==> src/hdl/fwrp_pkg.sv <==
package fwrp_pkg;

    // ****************************************************************
    // Address map of the flash regions seen by the CPU.
    // ****************************************************************
    localparam logic [23:0] FWRP_PROG_BASE       = 24'h000000;
    localparam logic [23:0] FWRP_PROG_TOP        = 24'h03FFFF;
    localparam logic [23:0] FWRP_DATA_BASE       = 24'h0E0000;
    localparam logic [23:0] FWRP_DATA_TOP        = 24'h0E1FFF;
    localparam logic [23:0] FWRP_BOOT_END_MAX    = 24'h001BFF;

    // Section sizes are 8K bytes in program flash, 512 bytes in data flash.
    localparam int          FWRP_PROG_SECT_LSB   = 13;
    localparam int          FWRP_DATA_SECT_LSB   = 9;
    localparam int          FWRP_SECTS_PER_REG   = 16;

    // ****************************************************************
    // Register offsets on the software port (byte addresses).
    // ****************************************************************
    localparam logic [23:0] FWRP_OFS_PROG_EN_LOW  = 24'hFFF900;
    localparam logic [23:0] FWRP_OFS_PROG_EN_HIGH = 24'hFFF904;
    localparam logic [23:0] FWRP_OFS_DATA_EN      = 24'hFFF908;
    localparam logic [23:0] FWRP_OFS_STATUS       = 24'hFFF914;

    // Reset values: every section starts closed for CPU writes.
    localparam logic [15:0] FWRP_SECT_EN_RESET   = 16'h0000;
    localparam logic [7:0]  FWRP_STATUS_RESET    = 8'h00;

    // ****************************************************************
    // Status byte layout.
    // ****************************************************************
    localparam int          FWRP_STAT_ENV_LSB    = 0;
    localparam int          FWRP_STAT_ANY_BUSY   = 3;
    localparam int          FWRP_STAT_DATA_BUSY  = 4;

    // ****************************************************************
    // Protection word layout as stored in nonvolatile flash.
    // ****************************************************************
    localparam int          FWRP_PW_WRLOCK_LSB   = 0;
    localparam int          FWRP_PW_RDLOCK_LSB   = 3;
    localparam int          FWRP_PW_BOOT_LSB     = 6;
    localparam int          FWRP_PW_BOOT_W       = 3;
    localparam int          FWRP_BOOT_UNIT_LSB   = 10;

    // The lock is active when most of the three stored bits are zero.
    function automatic logic fwrp_majority_zero(input logic [2:0] f);
        fwrp_majority_zero = (~f[0] & ~f[1]) | (~f[0] & ~f[2]) | (~f[1] & ~f[2]);
    endfunction

endpackage

==> src/hdl/fwrp_prot_if.sv <==
`timescale 1ns/100ps
// Lock state decoded from the protection word, shared with the top.
interface fwrp_prot_if;
    logic        write_lock;
    logic        read_lock;
    logic [23:0] boot_end;
    logic        loaded;

    modport loader (output write_lock, output read_lock, output boot_end, output loaded);
    modport user   (input  write_lock, input  read_lock, input  boot_end, input  loaded);
endinterface

==> src/hdl/fwrp_prot_load.sv <==
`timescale 1ns/100ps
module fwrp_prot_load
    import fwrp_pkg::*;
(
    input  wire logic        clock,
    input  wire logic        resetn,
    input  wire logic [15:0] prot_word_nv,
    fwrp_prot_if.loader      prot
);

    logic [FWRP_PW_BOOT_W-1:0] boot_units;

    assign boot_units = prot_word_nv[FWRP_PW_BOOT_LSB +: FWRP_PW_BOOT_W];

    // The word is taken once after reset release, so a rewrite counts only
    // after the next reset; both locks stay active until it is taken.
    always_ff @(posedge clock or negedge resetn) begin
        if (!resetn) begin
            prot.loaded     <= 1'b0;
            prot.write_lock <= 1'b1;
            prot.read_lock  <= 1'b1;
            prot.boot_end   <= FWRP_BOOT_END_MAX + 24'h000001;
        end else if (!prot.loaded) begin
            prot.loaded     <= 1'b1;
            prot.write_lock <= fwrp_majority_zero(prot_word_nv[FWRP_PW_WRLOCK_LSB +: 3]);
            prot.read_lock  <= fwrp_majority_zero(prot_word_nv[FWRP_PW_RDLOCK_LSB +: 3]);
            prot.boot_end   <= {11'h000, boot_units, 10'h000};
        end
    end

endmodule

==> src/hdl/fwrp_sync.sv <==
`timescale 1ns/100ps
module fwrp_sync #(
    parameter int WIDTH = 3
) (
    input  wire logic             clock,
    input  wire logic             resetn,
    input  wire logic [WIDTH-1:0] async_in,
    output logic      [WIDTH-1:0] sync_out
);

    logic [WIDTH-1:0] meta_reg;

    if (WIDTH < 1) begin : g_width_check
        $error("fwrp_sync: WIDTH must be at least 1.");
    end

    // Two flops; the first one is read by the second alone.
    always_ff @(posedge clock or negedge resetn) begin
        if (!resetn) begin
            meta_reg <= '0;
            sync_out <= '0;
        end else begin
            meta_reg <= async_in;
            sync_out <= meta_reg;
        end
    end

endmodule

==> src/hdl/fwrp_top.sv <==
`timescale 1ns/100ps
// Overview of operation
// - Boot region from zero to programmable end.
// - CPU writes into boot region always refused.
// - Code region writes need section enable, unlocked.
// - Data flash writes need section enable, unlocked.
// - Sections are 8K program, 512 data bytes.
// - Section enables clear at reset, writes closed.
// - Software sets enable bits to open sections.
// - Majority-zero write field locks all CPU writes.
// - Majority-zero read field blocks debugger reads.
// - CPU reads never affected by read lock.
// - Lock state comes from stored nonvolatile word.
// - Status low bits show sampled environment pins.
// - Any-busy bit set while either array busy.
// - Data-busy bit set during data flash operation.
// - Protection word changes apply after next reset.
module fwrp_top
    import fwrp_pkg::*;
(
    input  wire logic        clock,
    input  wire logic        resetn,
    // Software register port.
    input  wire logic [23:0] reg_addr,
    input  wire logic [15:0] reg_wdata,
    input  wire logic        reg_wr,
    input  wire logic        reg_rd,
    output logic      [15:0] reg_rdata,
    // CPU write path toward the flash arrays.
    input  wire logic        cpu_wr_req,
    input  wire logic [23:0] cpu_wr_addr,
    input  wire logic [15:0] cpu_wr_data,
    output logic             flash_wr_req,
    output logic      [23:0] flash_wr_addr,
    output logic      [15:0] flash_wr_data,
    output logic             cpu_wr_refused,
    // CPU read path.
    input  wire logic        cpu_rd_req,
    input  wire logic [23:0] cpu_rd_addr,
    output logic             flash_cpu_rd_req,
    output logic      [23:0] flash_cpu_rd_addr,
    // Debug and programmer read path.
    input  wire logic        dbg_rd_req,
    input  wire logic [23:0] dbg_rd_addr,
    output logic             flash_dbg_rd_req,
    output logic      [23:0] flash_dbg_rd_addr,
    output logic             dbg_rd_refused,
    // Flash array state and stored protection word.
    input  wire logic        prog_flash_busy,
    input  wire logic        data_flash_busy,
    input  wire logic [15:0] prot_word_nv,
    // Environment select pins.
    input  wire logic [2:0]  environment_select_inputs,
    // Decoded lock state, for observation.
    output logic             write_lock_active,
    output logic             read_lock_active
);

    // ****************************************************************
    // Declarations.
    // ****************************************************************
    fwrp_prot_if prot ();

    logic [15:0] program_section_enable_low_reg;
    logic [15:0] program_section_enable_high_reg;
    logic [15:0] data_section_enable_reg;
    logic [7:0]  module_status_byte_reg;
    logic [2:0]  env_sync;
    logic [2:0]  sampled_environment_bits_reg;
    logic        env_taken_reg;
    logic        env_ready_reg;
    logic        wr_allowed;
    logic        in_boot;
    logic        in_prog;
    logic        in_data;
    logic        sect_open;
    logic [15:0] reg_rdata_next;

    // ****************************************************************
    // Section decoding.
    // ****************************************************************

    // Picks the enable bit that governs a section; used by both regions.
    function automatic logic sect_bit(input logic [15:0] en, input logic [3:0] idx);
        sect_bit = en[idx];
    endfunction

    // True when the address falls in the given inclusive range.
    function automatic logic in_range(input logic [23:0] a,
                                      input logic [23:0] lo,
                                      input logic [23:0] hi);
        in_range = (a >= lo) && (a <= hi);
    endfunction

    // ****************************************************************
    // Submodules.
    // ****************************************************************

    // The stored word lies outside the register map.
    fwrp_prot_load u_prot_load (
        .clock        (clock),
        .resetn       (resetn),
        .prot_word_nv (prot_word_nv),
        .prot         (prot.loader)
    );

    // Pins come from outside the clock domain.
    fwrp_sync #(
        .WIDTH (3)
    ) u_env_sync (
        .clock    (clock),
        .resetn   (resetn),
        .async_in (environment_select_inputs),
        .sync_out (env_sync)
    );

    // ****************************************************************
    // Write permission check.
    // ****************************************************************

    // The boot region starts at zero and ends below boot_end.
    assign in_boot = (cpu_wr_addr < prot.boot_end);
    assign in_prog = in_range(cpu_wr_addr, FWRP_PROG_BASE, FWRP_PROG_TOP);
    assign in_data = in_range(cpu_wr_addr, FWRP_DATA_BASE, FWRP_DATA_TOP);

    // Bit 17 picks the program enable register.
    always_comb begin
        sect_open = 1'b0;
        if (in_prog) begin
            if (cpu_wr_addr[FWRP_PROG_SECT_LSB + 4]) begin
                sect_open = sect_bit(program_section_enable_high_reg,
                                     cpu_wr_addr[FWRP_PROG_SECT_LSB +: 4]);
            end else begin
                sect_open = sect_bit(program_section_enable_low_reg,
                                     cpu_wr_addr[FWRP_PROG_SECT_LSB +: 4]);
            end
        end else if (in_data) begin
            sect_open = sect_bit(data_section_enable_reg,
                                 cpu_wr_addr[FWRP_DATA_SECT_LSB +: 4]);
        end
    end

    // Boot writes fail whatever the enables say; the global lock overrides
    // every section enable.
    assign wr_allowed = sect_open && !in_boot && !prot.write_lock && prot.loaded;

    // ****************************************************************
    // Forwarding of CPU writes.
    // ****************************************************************

    // A refused write never reaches the arrays, so nothing changes.
    always_ff @(posedge clock or negedge resetn) begin
        if (!resetn) begin
            flash_wr_req   <= 1'b0;
            flash_wr_addr  <= 24'h000000;
            flash_wr_data  <= 16'h0000;
            cpu_wr_refused <= 1'b0;
        end else begin
            flash_wr_req   <= cpu_wr_req && wr_allowed;
            cpu_wr_refused <= cpu_wr_req && !wr_allowed;
            if (cpu_wr_req && wr_allowed) begin
                flash_wr_addr <= cpu_wr_addr;
                flash_wr_data <= cpu_wr_data;
            end
        end
    end

    // ****************************************************************
    // Read paths.
    // ****************************************************************

    // CPU reads pass through untouched; the read lock is not consulted.
    always_ff @(posedge clock or negedge resetn) begin
        if (!resetn) begin
            flash_cpu_rd_req  <= 1'b0;
            flash_cpu_rd_addr <= 24'h000000;
        end else begin
            flash_cpu_rd_req <= cpu_rd_req;
            if (cpu_rd_req) begin
                flash_cpu_rd_addr <= cpu_rd_addr;
            end
        end
    end

    // Debug reads stop under the read lock, which reads active until
    // the word is loaded, so nothing leaks after reset.
    always_ff @(posedge clock or negedge resetn) begin
        if (!resetn) begin
            flash_dbg_rd_req  <= 1'b0;
            flash_dbg_rd_addr <= 24'h000000;
            dbg_rd_refused    <= 1'b0;
        end else begin
            flash_dbg_rd_req <= dbg_rd_req && !prot.read_lock;
            dbg_rd_refused   <= dbg_rd_req && prot.read_lock;
            if (dbg_rd_req && !prot.read_lock) begin
                flash_dbg_rd_addr <= dbg_rd_addr;
            end
        end
    end

    // Lock flags shown at the ports for system use.
    always_ff @(posedge clock or negedge resetn) begin
        if (!resetn) begin
            write_lock_active <= 1'b1;
            read_lock_active  <= 1'b1;
        end else begin
            write_lock_active <= prot.write_lock;
            read_lock_active  <= prot.read_lock;
        end
    end

    // ****************************************************************
    // Section enable registers.
    // ****************************************************************

    // All bits clear at reset; clearing after use and waiting for idle
    // arrays is left to software.
    always_ff @(posedge clock or negedge resetn) begin
        if (!resetn) begin
            program_section_enable_low_reg  <= FWRP_SECT_EN_RESET;
            program_section_enable_high_reg <= FWRP_SECT_EN_RESET;
            data_section_enable_reg         <= FWRP_SECT_EN_RESET;
        end else if (reg_wr) begin
            unique case (reg_addr)
                FWRP_OFS_PROG_EN_LOW: begin
                    program_section_enable_low_reg <= reg_wdata;
                end
                FWRP_OFS_PROG_EN_HIGH: begin
                    program_section_enable_high_reg <= reg_wdata;
                end
                FWRP_OFS_DATA_EN: begin
                    data_section_enable_reg <= reg_wdata;
                end
                default: begin
                end
            endcase
        end
    end

    // ****************************************************************
    // Status byte.
    // ****************************************************************

    // Pins are taken once, two cycles after the word loads, when the second
    // synchroniser flop already holds them; later changes are ignored.
    always_ff @(posedge clock or negedge resetn) begin
        if (!resetn) begin
            env_ready_reg                <= 1'b0;
            env_taken_reg                <= 1'b0;
            sampled_environment_bits_reg <= 3'h0;
        end else begin
            env_ready_reg <= prot.loaded;
            if (!env_taken_reg && env_ready_reg) begin
                env_taken_reg                <= 1'b1;
                sampled_environment_bits_reg <= env_sync;
            end
        end
    end

    // Busy flags follow the arrays with one cycle of delay.
    always_ff @(posedge clock or negedge resetn) begin
        if (!resetn) begin
            module_status_byte_reg <= FWRP_STATUS_RESET;
        end else begin
            module_status_byte_reg <= FWRP_STATUS_RESET;
            module_status_byte_reg[FWRP_STAT_ENV_LSB +: 3] <= sampled_environment_bits_reg;
            module_status_byte_reg[FWRP_STAT_ANY_BUSY] <=
                prog_flash_busy | data_flash_busy;
            module_status_byte_reg[FWRP_STAT_DATA_BUSY] <= data_flash_busy;
        end
    end

    // ****************************************************************
    // Register read port.
    // ****************************************************************

    // Writes to the status byte are ignored since it is read-only;
    // unmapped reads return zero.
    always_comb begin
        reg_rdata_next = 16'h0000;
        unique case (reg_addr)
            FWRP_OFS_PROG_EN_LOW:  reg_rdata_next = program_section_enable_low_reg;
            FWRP_OFS_PROG_EN_HIGH: reg_rdata_next = program_section_enable_high_reg;
            FWRP_OFS_DATA_EN:      reg_rdata_next = data_section_enable_reg;
            FWRP_OFS_STATUS:       reg_rdata_next = {8'h00, module_status_byte_reg};
            default:               reg_rdata_next = 16'h0000;
        endcase
    end

    // Read data stand only in the cycle after the strobe.
    always_ff @(posedge clock or negedge resetn) begin
        if (!resetn) begin
            reg_rdata <= 16'h0000;
        end else if (reg_rd) begin
            reg_rdata <= reg_rdata_next;
        end else begin
            reg_rdata <= 16'h0000;
        end
    end

endmodule

==> config.mk <==
export PLATFORM = sky130hd
export DESIGN_NAME = fwrp_top
export DESIGN_NICKNAME = d
export VERILOG_FILES = /design/src/hdl/fwrp_pkg.sv /design/src/hdl/fwrp_prot_if.sv /design/src/hdl/fwrp_prot_load.sv /design/src/hdl/fwrp_sync.sv /design/src/hdl/fwrp_top.sv
export SDC_FILE = /design/constraint.sdc
export NUM_CORES = 1
export LEC_CHECK = 0
export BUFFER_PORTS_ARGS = -buffer_cell sky130_fd_sc_hd__buf_2
export CAP_MARGIN = 20
export CORE_MARGIN = 2
export CORE_UTILIZATION = 50
export CTS_CLUSTER_DIAMETER = 80
export DETAILED_ROUTE_END_ITERATION = 16
export PLACE_DENSITY = 0.86
export REMOVE_ABC_BUFFERS = 1
export SLEW_MARGIN = 20
export SYNTH_ARGS = -nofsm -noshare
export SYNTH_HDL_FRONTEND = slang
export SYNTH_SLANG_ARGS = --single-unit
==> constraint.sdc <==
create_clock -name clock -period 3 [get_ports clock]
set_clock_uncertainty 0.1 [all_clocks]
set_input_delay 0 -clock clock [delete_from_list [all_inputs] [get_ports clock]]
set_output_delay 0 -clock clock [all_outputs]
set_load 0.03 [all_outputs]
# Word-level counts from Yosys, hierarchy flattened
# Index checks and enable logic that the tools add are counted.
[op_classes]
n_mux = 11
div = 0
n_eq_ne = 4
multipliers = 0
n_lt_le_gt_ge = 7
n_addsub = 0
shifts = 0
reduce_logical = 18
bitwise_logic = 17
[ops]
columns = ["operator", "count"]
rows = [
  ["$eq A24 B24 Y1 const B", 4],
  ["$pmux W16 S4", 1],
  ["$ge A24 B1 Y1 const B", 1],
  ["$ge A24 B20 Y1 const B", 1],
  ["$le A24 B18 Y1 const B", 1],
  ["$le A24 B20 Y1 const B", 1],
  ["$lt A24 B13 Y1", 1],
  ["$mux W16", 1],
  ["$bmux W1 S4", 3],
  ["$logic_and A1 B1 Y1", 10],
  ["$lt A4 B5 Y1 const B", 2],
  ["$and A1 B1 Y1", 6],
  ["$mux W1", 6],
  ["$not A1 Y1", 6],
  ["$reduce_and A2 Y1", 3],
  ["$logic_not A1 Y1", 5],
  ["$or A1 B1 Y1", 5],
]
[totals]
romBits = 0
latch_bits = 0
n_memories = 0
in_bits = 156
out_inout_bits = 111
ramBits = 0
word_cells = 82
regBits = 181

# Longest topological paths before layout
[logic_depth]
word_depth = 9
ltp_mapped = 8
mapped_depth_nobuf = 7

# Cells and area by module
# Synthesis repeated with hierarchy kept, for this count alone.
[unflattened]
hier_cells = 573
area_unflattened_um2 = 8231.6
[by_module_without_submodules]
columns = ["module", "n_inst", "cells_per_inst", "area_per_inst_um2", "seq_area_each_um2"]
rows = [
  ["fwrp_top", 1, 528, 7653.6, 4231.6],
  ["fwrp_prot_load", 1, 39, 427.9, 156.4],
  ["fwrp_sync", 1, 6, 150.1, 150.1],
]

# Worst setup path before layout
# OpenSTA, ideal clock, no wires.
[synth_timing]
path_type = "register to register"
from = "reg program_section_enable_high_reg[6]"
to = "reg flash_wr_addr[0]"
stages_incl_launch_ff = 8
setup_ns = 0.125
period_less_slack_ns = 2.377
t_arrival_ns = 2.152
required_ns = 2.775
setup_slack_ns = 0.623
path_buffers = 1
cell_sequence = "dfrtp_1 mux4_2 nor2b_1 a211o_1 a311oi_2 nor4_4 buf_6 mux2_4"
[synth_between]
elab_chain_len = 8
[synth_lines]
columns = ["item", "line_no", "source"]
rows = [
  ["start: declaration", "fwrp_top.sv:65", "logic [15:0] program_section_enable_high_reg;"],
  ["start signal: assignment", "fwrp_top.sv:229", "program_section_enable_high_reg <= reg_wdata;"],
  ["$bmux W1 S4", "fwrp_top.sv:85", "sect_bit = en[idx];"],
  ["$mux W1 (not written as such)", "fwrp_top.sv:85", ""],
  ["$mux W1", "fwrp_top.sv:130", "if (cpu_wr_addr[FWRP_PROG_SECT_LSB + 4]) begin"],
  ["$mux W1", "fwrp_top.sv:129", "if (in_prog) begin"],
  ["$logic_and A1 B1 Y1 (3 in a row)", "fwrp_top.sv:145", "assign wr_allowed = sect_open && !in_boot && !prot.write_lock && prot.loaded;"],
  ["$logic_and A1 B1 Y1", "fwrp_top.sv:161", "if (cpu_wr_req && wr_allowed) begin"],
  ["end signal: assignment", "fwrp_top.sv:162", "flash_wr_addr <= cpu_wr_addr;"],
  ["end: declaration", "fwrp_top.sv:34", "output logic [23:0] flash_wr_addr,"],
]
# Every way passes these cells. The select of a mux whose other input is x is not followed.
# A chain may end at the register's enable or synchronous reset.

# Worst setup path in the final report
[layout_timing]
from = "reg program_section_enable_high_reg[6]"
to = "reg flash_wr_data[13]"
[layout_between]
elab_chain_len = 8
[layout_lines]
columns = ["item", "line_no", "source"]
rows = [
  ["$bmux W1 S4", "fwrp_top.sv:85", ""],
  ["$mux W1 (not written as such)", "fwrp_top.sv:85", ""],
  ["$mux W1", "fwrp_top.sv:130", ""],
  ["$mux W1", "fwrp_top.sv:129", ""],
  ["$logic_and A1 B1 Y1 (3 in a row)", "fwrp_top.sv:145", ""],
  ["$logic_and A1 B1 Y1", "fwrp_top.sv:161", ""],
  ["end signal: assignment", "fwrp_top.sv:163", "flash_wr_data <= cpu_wr_data;"],
  ["end: declaration", "fwrp_top.sv:35", "output logic [15:0] flash_wr_data,"],
]
# Every way passes these cells. The select of a mux whose other input is x is not followed.

==> out/qor.csv <==
metric;value;unit
Max transition margin;53.8;%
clock latency on the worst-skew pair;0.42;ns
first-pass GRT wire length;32400;um
Period minus WS final;2.70;ns
largest net degree at the start of global routing;76;
total net switching power;1.52;mW
sequential area share after synthesis;59.9;%
Final ANT Viol Nets;0;
Non-Filler Instances;1081;
Fmax achieved;371;MHz
CTS tree;done;
Final Cycle Share;89.9;%
Core Area;15000;sq um
Pwr per Cell Area;525;nW/um^2
Slew @ Worst Pin;0.692;ns
# Max-Cap Violations;0;
Worst Path Max Fanout;33;
Layout area overhead;43.2;%
Sequential Power Share;46.8;%
Clock Sinks;181;
final setup vio count;0;
starting density of the core;50.4;%
mapped cell area;7580;sq um
DR WL/cell;19.3;um
Post-synth ARST share;100;%
R2R setup slack;0.30;ns
Yosys cell types;41;
switching part of the total power;26.7;%
Hold Crit Class;primary input to flip-flop;
share of cells above drive strength 1;54.2;%
Total Power;5.70;mW
largest registers;flash_cpu_rd_addr: 24 flops, flash_dbg_rd_addr: 24 flops, flash_wr_addr: 24 flops;
total track usage;26.1;%
outcome;completed;
Placed Cells;926;
VDD IR-drop max;0.453;mV
logic gate share of total power;15.9;%
Pre-Repair DR Iteration Count;4;
routed via count;5687;
full die area;16200;sq um
Post-synth EDFFs;0;
RR Endpoint;flash_wr_data[13];
vias in the first global route;6135;
worst min-delay path endpoint;flash_wr_req;
hold path start;cpu_wr_addr[22];
DRC;0;
fin nets;1036;
final WL;20800;um
final slew viol count;0;
H-tree lvl count;4;
Critical Path Sink Type;flip-flop;
Root Driver;clkbuf_16;
DR vias/cell;5.26;
remaining global-route overflow;0;
leak pwr;5.45;nW
CTS buffer count;17;
Worst Reg-to-Reg Cells;8;
Placer Congestion;0.814;
WHS Path Cells;5;
Ys Warns;0;
Port Buffers;259;
row count;45;
Max Buffers Root-to-Sink;2;
syn avg cell area;15.3;sq um
Yosys reg bits;181;
DR iter-0 viols;362;
Syn Inst Count;494;
Detailed Place HPWL;12900;um
RSZ-0062 raised after global routing;no;
Post-synth top flop;dfrtp_1;
r2r startpoint;program_section_enable_high_reg[6];
cell internal pwr;4.18;mW
CP Launch Type;flip-flop;
CP Class;flip-flop to flip-flop;
final hold vios;0;
crit path DAT;2.90;ns
Worst EP required;3.20;ns
Reg clk slew, reported paths;0.07;ns
initial antenna violation count;1;
I/O pins;267;
Clock power frac;37.3;%
vertical die dimension;127;um
die width;127;um
-- how the worst max path moves through the flow --
stage                                       startpoint                end  slack, ns
finish              program_section_enable_high_reg[6]  flash_wr_data[13]       0.30
global placement         u_prot_load.prot.boot_end[12]  flash_wr_data[10]       0.12
detailed placement       u_prot_load.prot.boot_end[12]   flash_wr_addr[5]       0.08
floorplan                u_prot_load.prot.boot_end[12]   flash_wr_addr[0]      -0.81
global route        program_section_enable_high_reg[6]  flash_wr_data[13]       0.24
CTS                      u_prot_load.prot.boot_end[11]  flash_wr_data[10]       0.08
-- layout by cell type (no fill, tap or decap), types with 2 or more instances in the layout --
master	count
nor2_1	24
dfrtp_1	174
mux2_2	125
a21oi_1	7
buf_2	258
mux4_1	4
buf_12	2
diode_2	2
nor2b_1	10
dfstp_2	7
nor3_1	4
a22o_1	2
nor4b_1	3
dlygate4sd3_1	118
clkinvlp_4	3
clkinv_2	3
and3_1	2
a211o_1	2
mux2i_1	7
buf_4	12
nand2_1	5
inv_1	5
clkbuf_1	2
mux4_2	4
nor4_1	3
a22oi_1	16
clkbuf_16	17
or2_2	3
nand2b_1	4
nand4_1	4
clkinv_4	3
ha_1	2
mux2_4	36
clkbuf_8	2
-- synth_stat cells (all sizes together), types with 2 or more instances --
cell	count	share of area (%)
a22oi	16	1.6
nor2	24	1.2
nand2	5	0.25
nor2b	11	0.91
nand2b	4	0.33
ha	2	0.33
mux4	8	2.6
clkbuf	14	0.69
inv	5	0.25
nand4	4	0.33
buf	12	1.2
mux2	161	26
and3	2	0.16
mux2i	7	0.92
a211o	2	0.23
dfstp	7	2.4
dfrtp	174	57
a21oi	7	0.46
or2	3	0.25
nor4b	3	0.35
nor3	5	0.40
a22o	2	0.23
nor4	4	0.53
-- stage by stage --
| step | area, sq um | hold WS [ns] | util (%) | setup slack [ns] | setup TNS [ns] |
|---|---|---|---|---|---|
| floorplan | 7440 | -0.396 | - | -0.812 | -31.74 |
| global placement | 9090 | -0.0415 | 60.5 | 0.119 | 0 |
| detailed placement | 9090 | -0.0442 | 60.5 | 0.0803 | 0 |
| CTS | 10800 | 0.0168 | 72.1 | 0.0764 | 0 |
| global route | 10900 | 0.0516 | 72.2 | 0.242 | 0 |
| finish | 10900 | 0.0376 | 72.2 | 0.303 | 0 |
-- critical path: stages, from the launching register on --
cell	delay, ns
dfrtp_1	0.39
mux4_2	0.46
nor2b_1	0.14
a211o_1	0.28
a311oi_2	0.44
nor4_4	0.05
buf_4	0.17
buf_12	0.18
mux2_4	0.33
-- final cells by class --
class,instances,area [sq um]
clock inverters,11,103
flip-flops and latches,181,4540
well taps,188,235
multi-input cells,282,2890
fillers,967,4170
clock buffers,21,460
repair buffers,391,2610
inverters,5,18.8
diodes,2,5.00
-- repair_timing --
action                                  in CTS  in global routing
hold buffers                               118                  0
hold endpoints to repair                   216                  0
endpoints found under the setup margin       0                 29
resized for setup                            0                  0
buffers inserted                             0                  3
-- power groups by stage --
stage                     Clock, mW  Combinational [mW]  Sequential (mW)
after detailed placement          0               0.776             2.70
after CTS                      2.16               0.901             2.66
after global placement            0               0.761             2.69
final                          2.12               0.909             2.66
after floorplan                   0               0.176             2.95
after global routing           2.28               0.964             2.68
-- cells by family after synthesis --
kind of cell	count (synthesis)	synth area share [%]
flip-flops	181	59.9
multiplexers	176	29.2
AO/OA/AOI/OAI	32	3.12
adder cells (fa/ha/maj)	2	0.330
AND/OR/NAND/NOR	71	5.35
buffers and inverters	31	2.11
other	1	0.0495
-- routing by layer --
| metal | vias to the layer above | track usage, % | routed length, um |
|---|---|---|---|
| met5 | - | 0 | 0 |
| li1 | 2556 | - | - |
| met3 | 53 | 6.99 | 1440 |
| met4 | 0 | 11.8 | 738 |
| met2 | 256 | 44.3 | 10600 |
| met1 | 2822 | 31.4 | 8000 |
Note: power is estimated with default switching activity, not from simulation.
